[src/tmr16_defs.svh]
// register offsets, field positions, reset values and codes of the 16-bit timer control block
// assumes inclusion by bare name from the package and the design file
`ifndef TMR16_DEFS_SVH
`define TMR16_DEFS_SVH
`define TMR16_OFF_CTRL_A 8'h00
`define TMR16_OFF_CTRL_B 8'h01
`define TMR16_OFF_OUTVAL 8'h02
`define TMR16_OFF_SPLIT 8'h03
`define TMR16_OFF_CMD_CLR 8'h04
`define TMR16_OFF_CMD_SET 8'h05
`define TMR16_OFF_BV_CLR 8'h06
`define TMR16_OFF_BV_SET 8'h07
`define TMR16_OFF_CNT_L 8'h20
`define TMR16_OFF_CNT_H 8'h21
`define TMR16_OFF_PER_L 8'h26
`define TMR16_OFF_PER_H 8'h27
`define TMR16_OFF_CMP0_L 8'h28
`define TMR16_OFF_PERBUF_L 8'h36
`define TMR16_OFF_PERBUF_H 8'h37
`define TMR16_OFF_CMPBUF0_L 8'h38
`define TMR16_RESET_BYTE 8'h00
`define TMR16_EN_BIT 0
`define TMR16_PSC_LSB 1
`define TMR16_WGM_LSB 0
`define TMR16_ALU_BIT 3
`define TMR16_CEN_LSB 4
`define TMR16_CMD_LSB 2
`define TMR16_LOCK_UPDATE_BIT 1
`define TMR16_DIR_BIT 0
`define TMR16_SPLIT_BIT 0
`define TMR16_CMD_NONE 2'h0
`define TMR16_CMD_UPDATE 2'h1
`define TMR16_CMD_RESTART 2'h2
`define TMR16_CMD_HARDRST 2'h3
`define TMR16_PSC_MAX 10'h3FF
`endif

[src/tmr16_pkg.sv]
// types of the 16-bit timer control block
// assumes tmr16_defs.svh on the include path
`include "tmr16_defs.svh"
package tmr16_pkg;
  typedef enum logic [2:0] {
    TMR16_WG_NORMAL = 3'b000,
    TMR16_WG_FREQ = 3'b001,
    TMR16_WG_RSV2 = 3'b010,
    TMR16_WG_SINGLE = 3'b011,
    TMR16_WG_RSV4 = 3'b100,
    TMR16_WG_DS_TOP = 3'b101,
    TMR16_WG_DS_BOTH = 3'b110,
    TMR16_WG_DS_BOTTOM = 3'b111
  } tmr16_waveform_mode_t;

  typedef struct packed {
    logic [7:0] addr;
    logic [7:0] wdata;
    logic wr;
    logic rd;
  } tmr16_bus_req_t;

  typedef struct packed {
    logic [2:0] pin;
    logic [2:0] pin_en;
    logic [2:0] logic_blk;
  } tmr16_wave_t;

  typedef struct packed {
    logic enable;
    logic [2:0] prescale_select;
    logic [2:0] compare_output_enable;
    logic auto_lock_update;
    tmr16_waveform_mode_t waveform_mode;
    logic [2:0] compare_output_value;
    logic split_enable;
    logic lock_update;
    logic dir;
    logic period_buffer_valid;
    logic [2:0] compare_buffer_valid;
    logic [9:0] psc;
    logic [15:0] count;
    logic [15:0] top_value_reg;
    logic [15:0] period_buffer;
    logic [2:0][15:0] compare_value;
    logic [2:0][15:0] compare_buffer;
    logic [2:0] wave;
    logic update_pulse;
    logic ovf_pulse;
    logic [7:0] rdata;
    tmr16_wave_t wout;
  } tmr16_state_t;
endpackage

[src/tmr16_ctrl.sv]
// control part of a 16-bit timer/counter in normal (non-split) mode
// assumes a single 100 MHz clock, byte registers on a plain strobe port, same-clock master
// Function
// - prescale select bits 3:1 divide clock by 1,2,4,8,16,64,256,1024.
// - enable bit 0 runs the timer; zero keeps it disabled.
// - compare output enables bits 4..6 let channel waveforms override pins.
// - auto lock update holds lock until all enabled compare buffers valid.
// - after that, lock stays clear until next update, then sets again.
// - waveform mode field selects normal, frequency, single or dual ramp pwm.
// - update and overflow occur at top or bottom per waveform mode.
// - normal mode makes no waveform; others reach pins only when enabled.
// - while disabled, output value bits set waveform outputs directly.
// - forced values need pin enable at pads; logic block path ignores it.
// - split enable bit 0 is only stored and driven out on split_active; no split timers here.
// - clear registers at 0x04 and 0x06 clear bits written with one.
// - set register at 0x05 sets bits written with one.
// - command field acts on write: none, update, restart, hard reset; reads zero.
// - hard reset command is ignored while the timer is enabled.
// - lock update blocks buffer loads on update, not forced update.
// - without lock, buffers load at every update condition.
// - direction bit: zero up, one down; hardware and software may change it.
// - buffer valid bits set on buffer write, clear on update condition.
`timescale 1ns/100ps
`default_nettype none
`include "tmr16_defs.svh"
module tmr16_ctrl (
  input wire logic clock,
  input wire logic nrst,
  input wire tmr16_pkg::tmr16_bus_req_t bus,
  output logic [7:0] rdata,
  output tmr16_pkg::tmr16_wave_t wave_out,
  output logic split_active,
  output logic update_event,
  output logic overflow_event,
  output logic [15:0] count_value
);
  import tmr16_pkg::*;

  tmr16_state_t s_q;
  tmr16_state_t s_d;

  // terminal count per prescale code (divider minus one)
  function automatic logic [9:0] psc_limit(input logic [2:0] sel);
    case (sel)
      3'h0: psc_limit = 10'h000;
      3'h1: psc_limit = 10'h001;
      3'h2: psc_limit = 10'h003;
      3'h3: psc_limit = 10'h007;
      3'h4: psc_limit = 10'h00F;
      3'h5: psc_limit = 10'h03F;
      3'h6: psc_limit = 10'h0FF;
      default: psc_limit = `TMR16_PSC_MAX;
    endcase
  endfunction

  logic wr_hit;
  logic [7:0] wa;
  logic [7:0] wd;
  logic tick;
  logic [15:0] top;
  logic at_top;
  logic at_bot;
  logic upd_cond;
  logic do_load;
  logic forced_upd;
  logic restart;
  logic hard_rst;
  logic lock_next;
  logic all_valid;
  logic [2:0] cmp_match;
  logic [7:0] rd_mux;

  always_comb begin
    s_d = s_q;
    wr_hit = bus.wr;
    wa = bus.addr;
    wd = bus.wdata;
    forced_upd = 1'b0;
    restart = 1'b0;
    hard_rst = 1'b0;
    rd_mux = 8'h00;
    s_d.update_pulse = 1'b0;
    s_d.ovf_pulse = 1'b0;

    // command decode on a write to either command register
    if (wr_hit && (wa == `TMR16_OFF_CMD_CLR || wa == `TMR16_OFF_CMD_SET)) begin
      case (wd[`TMR16_CMD_LSB +: 2])
        `TMR16_CMD_UPDATE: forced_upd = 1'b1;
        `TMR16_CMD_RESTART: restart = 1'b1;
        `TMR16_CMD_HARDRST: hard_rst = !s_q.enable;
        default: forced_upd = 1'b0;
      endcase
    end

    // prescaler and counter
    tick = 1'b0;
    if (s_q.enable) begin
      if (s_q.psc >= psc_limit(s_q.prescale_select)) begin
        s_d.psc = 10'h000;
        tick = 1'b1;
      end else begin
        s_d.psc = s_q.psc + 10'h001;
      end
    end

    top = (s_q.waveform_mode == TMR16_WG_FREQ) ? s_q.compare_value[0] : s_q.top_value_reg;
    at_top = (s_q.count >= top);
    at_bot = (s_q.count == 16'h0000);
    upd_cond = 1'b0;
    if (tick) begin
      case (s_q.waveform_mode)
        TMR16_WG_NORMAL, TMR16_WG_FREQ, TMR16_WG_SINGLE: begin
          if (!s_q.dir) begin
            s_d.count = at_top ? 16'h0000 : s_q.count + 16'h0001;
          end else begin
            s_d.count = at_bot ? top : s_q.count - 16'h0001;
          end
          if (s_q.waveform_mode == TMR16_WG_SINGLE) begin
            upd_cond = at_bot;
            s_d.ovf_pulse = at_bot;
          end else begin
            upd_cond = at_top && !s_q.dir;
            s_d.ovf_pulse = at_top && !s_q.dir;
          end
        end
        TMR16_WG_DS_TOP, TMR16_WG_DS_BOTH, TMR16_WG_DS_BOTTOM: begin
          if (!s_q.dir && at_top) begin
            s_d.dir = 1'b1;
            s_d.count = s_q.count - 16'h0001;
          end else if (s_q.dir && at_bot) begin
            s_d.dir = 1'b0;
            s_d.count = s_q.count + 16'h0001;
          end else begin
            s_d.count = s_q.dir ? s_q.count - 16'h0001 : s_q.count + 16'h0001;
          end
          upd_cond = at_bot;
          case (s_q.waveform_mode)
            TMR16_WG_DS_TOP: s_d.ovf_pulse = at_top;
            TMR16_WG_DS_BOTH: s_d.ovf_pulse = at_top || at_bot;
            default: s_d.ovf_pulse = at_bot;
          endcase
        end
        default: upd_cond = 1'b0;
      endcase
    end
    s_d.update_pulse = upd_cond;

    // buffered loads
    do_load = forced_upd || (upd_cond && !s_q.lock_update);
    if (do_load) begin
      if (s_q.period_buffer_valid) s_d.top_value_reg = s_q.period_buffer;
    end
    if (upd_cond || forced_upd) begin
      s_d.period_buffer_valid = 1'b0;
      s_d.compare_buffer_valid = 3'b000;
    end

    // register writes; software dir clear wins over hardware dir set, auto lock set comes later and wins
    if (wr_hit) begin
      case (wa)
        `TMR16_OFF_CTRL_A: begin
          s_d.enable = wd[`TMR16_EN_BIT];
          s_d.prescale_select = wd[`TMR16_PSC_LSB +: 3];
        end
        `TMR16_OFF_CTRL_B: begin
          s_d.compare_output_enable = wd[`TMR16_CEN_LSB +: 3];
          s_d.auto_lock_update = wd[`TMR16_ALU_BIT];
          s_d.waveform_mode = tmr16_waveform_mode_t'(wd[`TMR16_WGM_LSB +: 3]);
        end
        `TMR16_OFF_OUTVAL: s_d.compare_output_value = wd[2:0];
        `TMR16_OFF_SPLIT: s_d.split_enable = wd[`TMR16_SPLIT_BIT];
        `TMR16_OFF_CMD_CLR: begin
          if (wd[`TMR16_LOCK_UPDATE_BIT]) s_d.lock_update = 1'b0;
          if (wd[`TMR16_DIR_BIT]) s_d.dir = 1'b0;
        end
        `TMR16_OFF_CMD_SET: begin
          if (wd[`TMR16_LOCK_UPDATE_BIT]) s_d.lock_update = 1'b1;
          if (wd[`TMR16_DIR_BIT]) s_d.dir = 1'b1;
        end
        `TMR16_OFF_BV_CLR: begin
          if (wd[0] && !(upd_cond || forced_upd)) s_d.period_buffer_valid = 1'b0;
          s_d.compare_buffer_valid = s_d.compare_buffer_valid & ~wd[3:1];
        end
        `TMR16_OFF_BV_SET: begin
          s_d.period_buffer_valid = s_d.period_buffer_valid | wd[0];
          s_d.compare_buffer_valid = s_d.compare_buffer_valid | wd[3:1];
        end
        `TMR16_OFF_CNT_L: s_d.count[7:0] = wd;
        `TMR16_OFF_CNT_H: s_d.count[15:8] = wd;
        `TMR16_OFF_PER_L: s_d.top_value_reg[7:0] = wd;
        `TMR16_OFF_PER_H: s_d.top_value_reg[15:8] = wd;
        `TMR16_OFF_PERBUF_L: begin
          s_d.period_buffer[7:0] = wd;
          s_d.period_buffer_valid = 1'b1;
        end
        `TMR16_OFF_PERBUF_H: begin
          s_d.period_buffer[15:8] = wd;
          s_d.period_buffer_valid = 1'b1;
        end
        default: s_d.split_enable = s_d.split_enable;
      endcase
    end

    // compare channels: direct and buffered access, loads and matches
    for (int i = 0; i < 3; i++) begin
      if (do_load && s_q.compare_buffer_valid[i]) s_d.compare_value[i] = s_q.compare_buffer[i];
      if (wr_hit && wa == `TMR16_OFF_CMP0_L + 8'(2 * i)) s_d.compare_value[i][7:0] = wd;
      if (wr_hit && wa == `TMR16_OFF_CMP0_L + 8'(2 * i + 1)) s_d.compare_value[i][15:8] = wd;
      if (wr_hit && (wa == `TMR16_OFF_CMPBUF0_L + 8'(2 * i)
          || wa == `TMR16_OFF_CMPBUF0_L + 8'(2 * i + 1))) begin
        if (wa[0]) s_d.compare_buffer[i][15:8] = wd;
        else s_d.compare_buffer[i][7:0] = wd;
        s_d.compare_buffer_valid[i] = 1'b1;
      end
      cmp_match[i] = (s_q.count == s_q.compare_value[i]);
    end

    // auto lock update
    all_valid = ((s_d.compare_buffer_valid & s_q.compare_output_enable)
                 == s_q.compare_output_enable);
    lock_next = s_d.lock_update;
    if (s_q.auto_lock_update) begin
      if (upd_cond || forced_upd) lock_next = 1'b1;
      else if (s_q.lock_update && all_valid) lock_next = 1'b0;
    end
    if (wr_hit && wa == `TMR16_OFF_CTRL_B && wd[`TMR16_ALU_BIT] && !s_q.auto_lock_update) begin
      lock_next = 1'b1;
    end
    s_d.lock_update = lock_next;

    // waveform generator
    if (!s_q.enable) begin
      s_d.wave = s_d.compare_output_value;
    end else if (tick) begin
      for (int i = 0; i < 3; i++) begin
        case (s_q.waveform_mode)
          TMR16_WG_FREQ: if (cmp_match[0] && i == 0) s_d.wave[i] = !s_q.wave[i];
          TMR16_WG_SINGLE: s_d.wave[i] = (s_d.count < s_q.compare_value[i]);
          TMR16_WG_DS_TOP, TMR16_WG_DS_BOTH, TMR16_WG_DS_BOTTOM:
            s_d.wave[i] = (s_d.count < s_q.compare_value[i]);
          default: s_d.wave[i] = s_q.wave[i];
        endcase
      end
    end
    if (restart) begin
      s_d.count = 16'h0000;
      s_d.dir = 1'b0;
      s_d.psc = 10'h000;
      s_d.wave = 3'b000;
    end
    if (hard_rst) begin
      s_d.count = 16'h0000;
      s_d.dir = 1'b0;
      s_d.psc = 10'h000;
      s_d.top_value_reg = 16'hFFFF;
      s_d.compare_value = '0;
      s_d.wave = 3'b000;
    end

    // outputs
    s_d.wout.logic_blk = s_d.wave;
    if (s_d.waveform_mode == TMR16_WG_NORMAL && s_d.enable) begin
      s_d.wout.pin_en = 3'b111;
      s_d.wout.pin = 3'b000;
    end else begin
      s_d.wout.pin_en = ~s_d.compare_output_enable;
      s_d.wout.pin = s_d.wave & s_d.compare_output_enable;
    end

    // read data for next cycle
    case (bus.addr)
      `TMR16_OFF_CTRL_A: rd_mux = {4'h0, s_q.prescale_select, s_q.enable};
      `TMR16_OFF_CTRL_B: rd_mux = {1'b0, s_q.compare_output_enable, s_q.auto_lock_update,
                                   3'(s_q.waveform_mode)};
      `TMR16_OFF_OUTVAL: rd_mux = {5'h00, s_q.compare_output_value};
      `TMR16_OFF_SPLIT: rd_mux = {7'h00, s_q.split_enable};
      `TMR16_OFF_CMD_CLR, `TMR16_OFF_CMD_SET: rd_mux = {6'h00, s_q.lock_update, s_q.dir};
      `TMR16_OFF_BV_CLR, `TMR16_OFF_BV_SET:
        rd_mux = {4'h0, s_q.compare_buffer_valid, s_q.period_buffer_valid};
      `TMR16_OFF_CNT_L: rd_mux = s_q.count[7:0];
      `TMR16_OFF_CNT_H: rd_mux = s_q.count[15:8];
      `TMR16_OFF_PER_L: rd_mux = s_q.top_value_reg[7:0];
      `TMR16_OFF_PER_H: rd_mux = s_q.top_value_reg[15:8];
      default: rd_mux = 8'h00;
    endcase
    s_d.rdata = bus.rd ? rd_mux : 8'h00;
  end

  always_ff @(posedge clock or negedge nrst) begin
    if (!nrst) begin
      s_q <= '0;
      s_q.top_value_reg <= 16'hFFFF;
      s_q.wout.pin_en <= 3'b111;
    end else begin
      s_q <= s_d;
    end
  end

  assign rdata = s_q.rdata;
  assign wave_out = s_q.wout;
  assign split_active = s_q.split_enable;
  assign update_event = s_q.update_pulse;
  assign overflow_event = s_q.ovf_pulse;
  assign count_value = s_q.count;
endmodule
`default_nettype wire

[config.mk]
export PLATFORM = sky130hd
export DESIGN_NAME = tmr16_ctrl
export DESIGN_NICKNAME = d
export VERILOG_FILES = /design/src/tmr16_pkg.sv /design/src/tmr16_ctrl.sv
export VERILOG_INCLUDE_DIRS = /design/src /design/src/src
export SDC_FILE = /design/constraint.sdc
export NUM_CORES = 1
export LEC_CHECK = 0
export ABC_CLOCK_PERIOD_IN_PS = 7950
export BUFFER_PORTS_ARGS = -buffer_cell sky130_fd_sc_hd__buf_2
export CAP_MARGIN = 20
export CORE_MARGIN = 10
export CORE_UTILIZATION = 50
export DETAILED_ROUTE_END_ITERATION = 8
export HOLD_SLACK_MARGIN = 0.12
export PLACE_DENSITY_LB_ADDON = 0.05
export RECOVER_POWER = 25
export SLEW_MARGIN = 20
export SYNTH_ARGS = -nofsm -noshare
export SYNTH_HDL_FRONTEND = slang
export SYNTH_SLANG_ARGS = --single-unit
export TNS_END_PERCENT = 5
[constraint.sdc]
create_clock -name clock -period 7.95 [get_ports clock]
set_input_delay 1.1925 -clock clock [delete_from_list [all_inputs] [get_ports clock]]
set_output_delay 1.1925 -clock clock [all_outputs]
set_load 0.01 [all_outputs]
==> results.sh <==
export IMPL_min_to="s_q[62]$_DFFE_PN0P_"
export IMPL_maxCapViolCount=3
export IMPL_async_flop_share_pct=100
export IMPL_worst_path_buf_inv=2
export IMPL_area_delta_synth_final_pct=6.88
export IMPL_antenna_found_initial=2
export IMPL_fin_nets=1519
export IMPL_slowest_stage="nor4_1"
export IMPL_timing_rr_end="wave_out[8]$_DFF_PN0_"
export IMPL_numCtsBuffers=17
export IMPL_n_fill_cell=2432
export IMPL_worstReg2RegStart="s_q[187]$_DFF_PN0_"
export IMPL_synth_area_leaders="dfrtp_1 33%, mux2i_1 7.2%, ha_1 7.0%"
export IMPL_rr_worst_depth=20
export IMPL_drt_iter0_drc=1315
export IMPL_yosysWarnings=0
export IMPL_finClkSkew_ns=0.0240
export IMPL_worstSetupPathType="reg -> reg"
export IMPL_gp_congestion=0.961
export IMPL_busiest_layer="met2"
export IMPL_use_met1_pct=38.9
export IMPL_seq_power_share_pct=35.7
export IMPL_via_per_inst=6.34
export IMPL_synth_edf_count=0
export IMPL_ys_seq_area_share_pct=37.1
export IMPL_routedWlPerCell_um=26.4
export IMPL_design_die_area_um2=33200
export IMPL_combPwrFrac_pct=38.4
export IMPL_cts_sinks=194
export IMPL_slew_headroom_pct=-160
export IMPL_violations="capacitance limit, slew limit"
export IMPL_crit_family="simple AND/OR/NAND/NOR gates"
export IMPL_grt_pass1_wl_um=71000
export IMPL_antenna_cells=0
export IMPL_seqCellArea_um2=4880
export IMPL_netSwitchingFraction_pct=43.8
export IMPL_final_cells=1773
export IMPL_whs_path_depth=1
export IMPL_grt_pass1_vias=10900
export IMPL_critPathMaxFanout=17
export IMPL_grtUsageTotal_pct=27.8
export IMPL_root_buffer="clkbuf_16"
export IMPL_vias=11200
export IMPL_crit_path_max_incr_delay_ns=0.77
export IMPL_min_path_type="reg -> reg"
export IMPL_min_period_ns=6.90
export IMPL_p_sw_w=0.00163
export IMPL_initial_core_util_pct=50.6
export IMPL_rsz0062_at_grt="no"
export IMPL_worstPathArrival_ns=7.21
export IMPL_htree_num_levels=4
export IMPL_period_share_pct=86.8
export IMPL_hp_start="s_q[62]$_DFFE_PN0P_"
export IMPL_avgSynthCellArea_um2=9.11
export IMPL_power_leakage_nw=6.26
export IMPL_p_int_w=0.00210
export IMPL_yosys_cell_types_count=79
export IMPL_clkPwrFrac_pct=25.8
export IMPL_synth_ff_type="dfrtp_1"
export IMPL_drcViolationCount=0
export IMPL_clk_pin_slew_worst_paths_ns=0.08
export IMPL_portBuffers=55
export IMPL_syn_area_um2=13200
export IMPL_synth_top_cell_by_area="dfrtp_1"
export IMPL_path_cells="nor3b_2 > buf_4 > mux2i_1 > inv_1 > ha_1 > nand2b_1 > a2111oi_0 > nor4_1 > nor4_1 > nor2_1 > o31ai_1 > a221oi_1 > a211oi_1 > ha_1 > and4_1 > a21oi_1 > a21boi_0 > nor4_1 > a21oi_1 > nor4_1"
export IMPL_use_met3_pct=4.25
export IMPL_critical_path_most_common_cell="nor4_1"
export IMPL_dp_cells=1741
export IMPL_setup_tns_ns=0
export IMPL_synthCells=1444
export IMPL_antenna_left=0
export IMPL_cts_tree="built"
export IMPL_drt_wl_total_um=46900
export IMPL_yosys_area_top_type_share_pct=33.3
export IMPL_dieWidth_um=182
export IMPL_syn_nets=1538
export IMPL_drv_slew=199
export IMPL_outcome="complete, but fails checks"
export IMPL_die_height_um=182
export IMPL_cts_buffer_depth=2
export IMPL_reg2reg_slack_ns=1.05
export IMPL_worstSkewPairLatency_ns=0.45
export IMPL_critPathCaptureType="flop"
export IMPL_multi_input_area_um2=7400
export IMPL_cts_hold_buffers=0
export IMPL_met2_usage_pct=43.1
export IMPL_setup_violations=0
export IMPL_core_area_um2=26000
export IMPL_io_pins=56
export IMPL_finalHoldViolations=0
export IMPL_post_cts_resized=0
export IMPL_start_kind="flop"
export IMPL_grt_overflow=0
export IMPL_rows=59
export IMPL_power_density_nw_per_um2=266
export IMPL_firstDrtPassIters=6
export IMPL_post_dp_hpwl_um=33700
export IMPL_postCtsSetupBuffers=0
export IMPL_worstMarginPinSlew_ns=3.90
export IMPL_synth_seq_cells=194
export IMPL_crit_required_ns=8.26
export IMPL_peakVddDrop_v=0.000241
export IMPL_layout_drive_gt1_share_pct=16.2
export IMPL_fmax_ghz=0.145
export IMPL_grt_max_degree=74
[per-layer routing]
layer | part of all wire, % | wire, um
met1 | 45 | 20900
met2 | 45 | 21300
met3 | 6.9 | 3240
met4 | 3.1 | 1450
met5 | 0.073 | 34
[cells in the final DEF (no fill, tap or decap), types with 7 or more instances in the layout]
| cell | count |
|---|---|
| xor2_1 | 30 |
| nand2b_1 | 9 |
| or2_2 | 10 |
| o22ai_1 | 7 |
| a21oi_1 | 115 |
| inv_1 | 66 |
| nor3_1 | 33 |
| mux2_2 | 74 |
| a31oi_1 | 11 |
| and2_1 | 15 |
| dfrtp_1 | 175 |
| o21ai_0 | 61 |
| a2111oi_0 | 9 |
| o21ai_1 | 23 |
| ha_1 | 74 |
| dfstp_2 | 19 |
| nor4_1 | 19 |
| a21o_1 | 22 |
| xnor2_1 | 12 |
| mux2i_1 | 95 |
| buf_2 | 51 |
| buf_4 | 25 |
| or3_1 | 11 |
| nor2_1 | 114 |
| nand2_1 | 121 |
| and3_1 | 14 |
| o21a_1 | 9 |
| a221oi_1 | 13 |
| a211oi_1 | 11 |
| clkbuf_16 | 17 |
| nand4_1 | 22 |
| nand3_1 | 36 |
[cell type report]
type	count	share of cell area, %
inverter	67	1.79
clock buffer	17	3.03
tap	335	2.98
multi-input combinational	1063	52.6
clock inverter	15	1.57
sequential	194	34.7
timing repair buffer	82	3.31
[flip-flops by register name, summed over array words and instances, names as in the netlist]
name,flops
update_event,1
count_value,16
wave_out,9
overflow_event,1
rdata,8
s_q,158
split_active,1
[how the worst max path moves through the flow]
| stage | to | from | slack [ns] | depth (start not counted) |
|---|---|---|---|---|
| 3_5_place_dp | wave_out[8]$_DFF_PN0_ | s_q[187]$_DFF_PN0_ | 1.30 | 20 |
| 4_1_cts | wave_out[8]$_DFF_PN0_ | s_q[187]$_DFF_PN0_ | 1.21 | 20 |
| 6_report | wave_out[8]$_DFF_PN0_ | s_q[187]$_DFF_PN0_ | 1.05 | 20 |
| 3_3_place_gp | wave_out[8]$_DFF_PN0_ | s_q[187]$_DFF_PN0_ | 1.37 | 20 |
| 5_1_grt | s_q[131]$_DFFE_PN0P_ | nrst | 0.51 | 2 |
| 2_1_floorplan | wave_out[7]$_DFF_PN0_ | s_q[187]$_DFF_PN0_ | 2.15 | 19 |
[worst register-to-register path: cells and delay by family (launching register included)]
| family | cells | cell delay (ns) |
|---|---|---|
| compound gates | 7 | 2.35 |
| fa+ha+maj | 2 | 0.64 |
| buf+inv | 2 | 0.41 |
| flops | 1 | 0.58 |
| mux | 1 | 0.25 |
| simple gates | 8 | 2.54 |
[Yosys cell counts, types with 11 or more instances]
| master | n |
|---|---|
| inv_1 | 66 |
| a211oi_1 | 11 |
| a31oi_1 | 11 |
| nand3_1 | 36 |
| mux2_2 | 74 |
| or3_1 | 11 |
| clkbuf_1 | 60 |
| buf_4 | 34 |
| and2_1 | 15 |
| ha_1 | 74 |
| buf_1 | 12 |
| nor4_1 | 20 |
| dfstp_2 | 19 |
| o21ai_1 | 23 |
| nand2_1 | 121 |
| xor2_1 | 30 |
| mux2i_1 | 95 |
| xnor2_1 | 12 |
| a21o_1 | 22 |
| nand4_1 | 22 |
| and3_1 | 14 |
| a221oi_1 | 13 |
| nor3_1 | 35 |
| o21ai_0 | 61 |
| nor2_1 | 114 |
| dfrtp_1 | 175 |
| a21oi_1 | 115 |
[power by group through the flow]
stage	logic (W)	clock network [W]	registers (W)
final	0.00144	0.000964	0.00133
after floorplan	0.00107	0	0.00120
after CTS	0.00141	0.000977	0.00132
after global routing	0.00159	0.00102	0.00134
after detailed placement	0.00140	0	0.00134
after global placement	0.00139	0	0.00135
[logic make-up (layout without fill, tap and decap cells)]
group | count (synthesis) | count (layout) | synth area share [%]
compound gates | 340 | 340 | 16.4
simple gates | 438 | 438 | 16.2
fa+ha+maj | 74 | 74 | 7.04
buf+inv | 187 | 181 | 6.95
mux | 169 | 169 | 13.6
flops | 194 | 194 | 37.1
xor+xnor | 42 | 42 | 2.80
[per-stage QoR]
stage	setup WS, ns	utilization [%]	power (W)	hold WS (ns)	area, um^2
final	1.05	54.1	0.00373	0.513	14100
after global routing	0.513	54.1	0.00395	0.525	14100
after CTS	1.21	54.2	0.00372	0.515	14100
after detailed placement	1.30	51.7	0.00275	0.495	13400
after global placement	1.37	51.7	0.00274	0.488	13400
after floorplan	2.15	-	0.00227	0.479	13200
(Power assumes the default switching activity.)
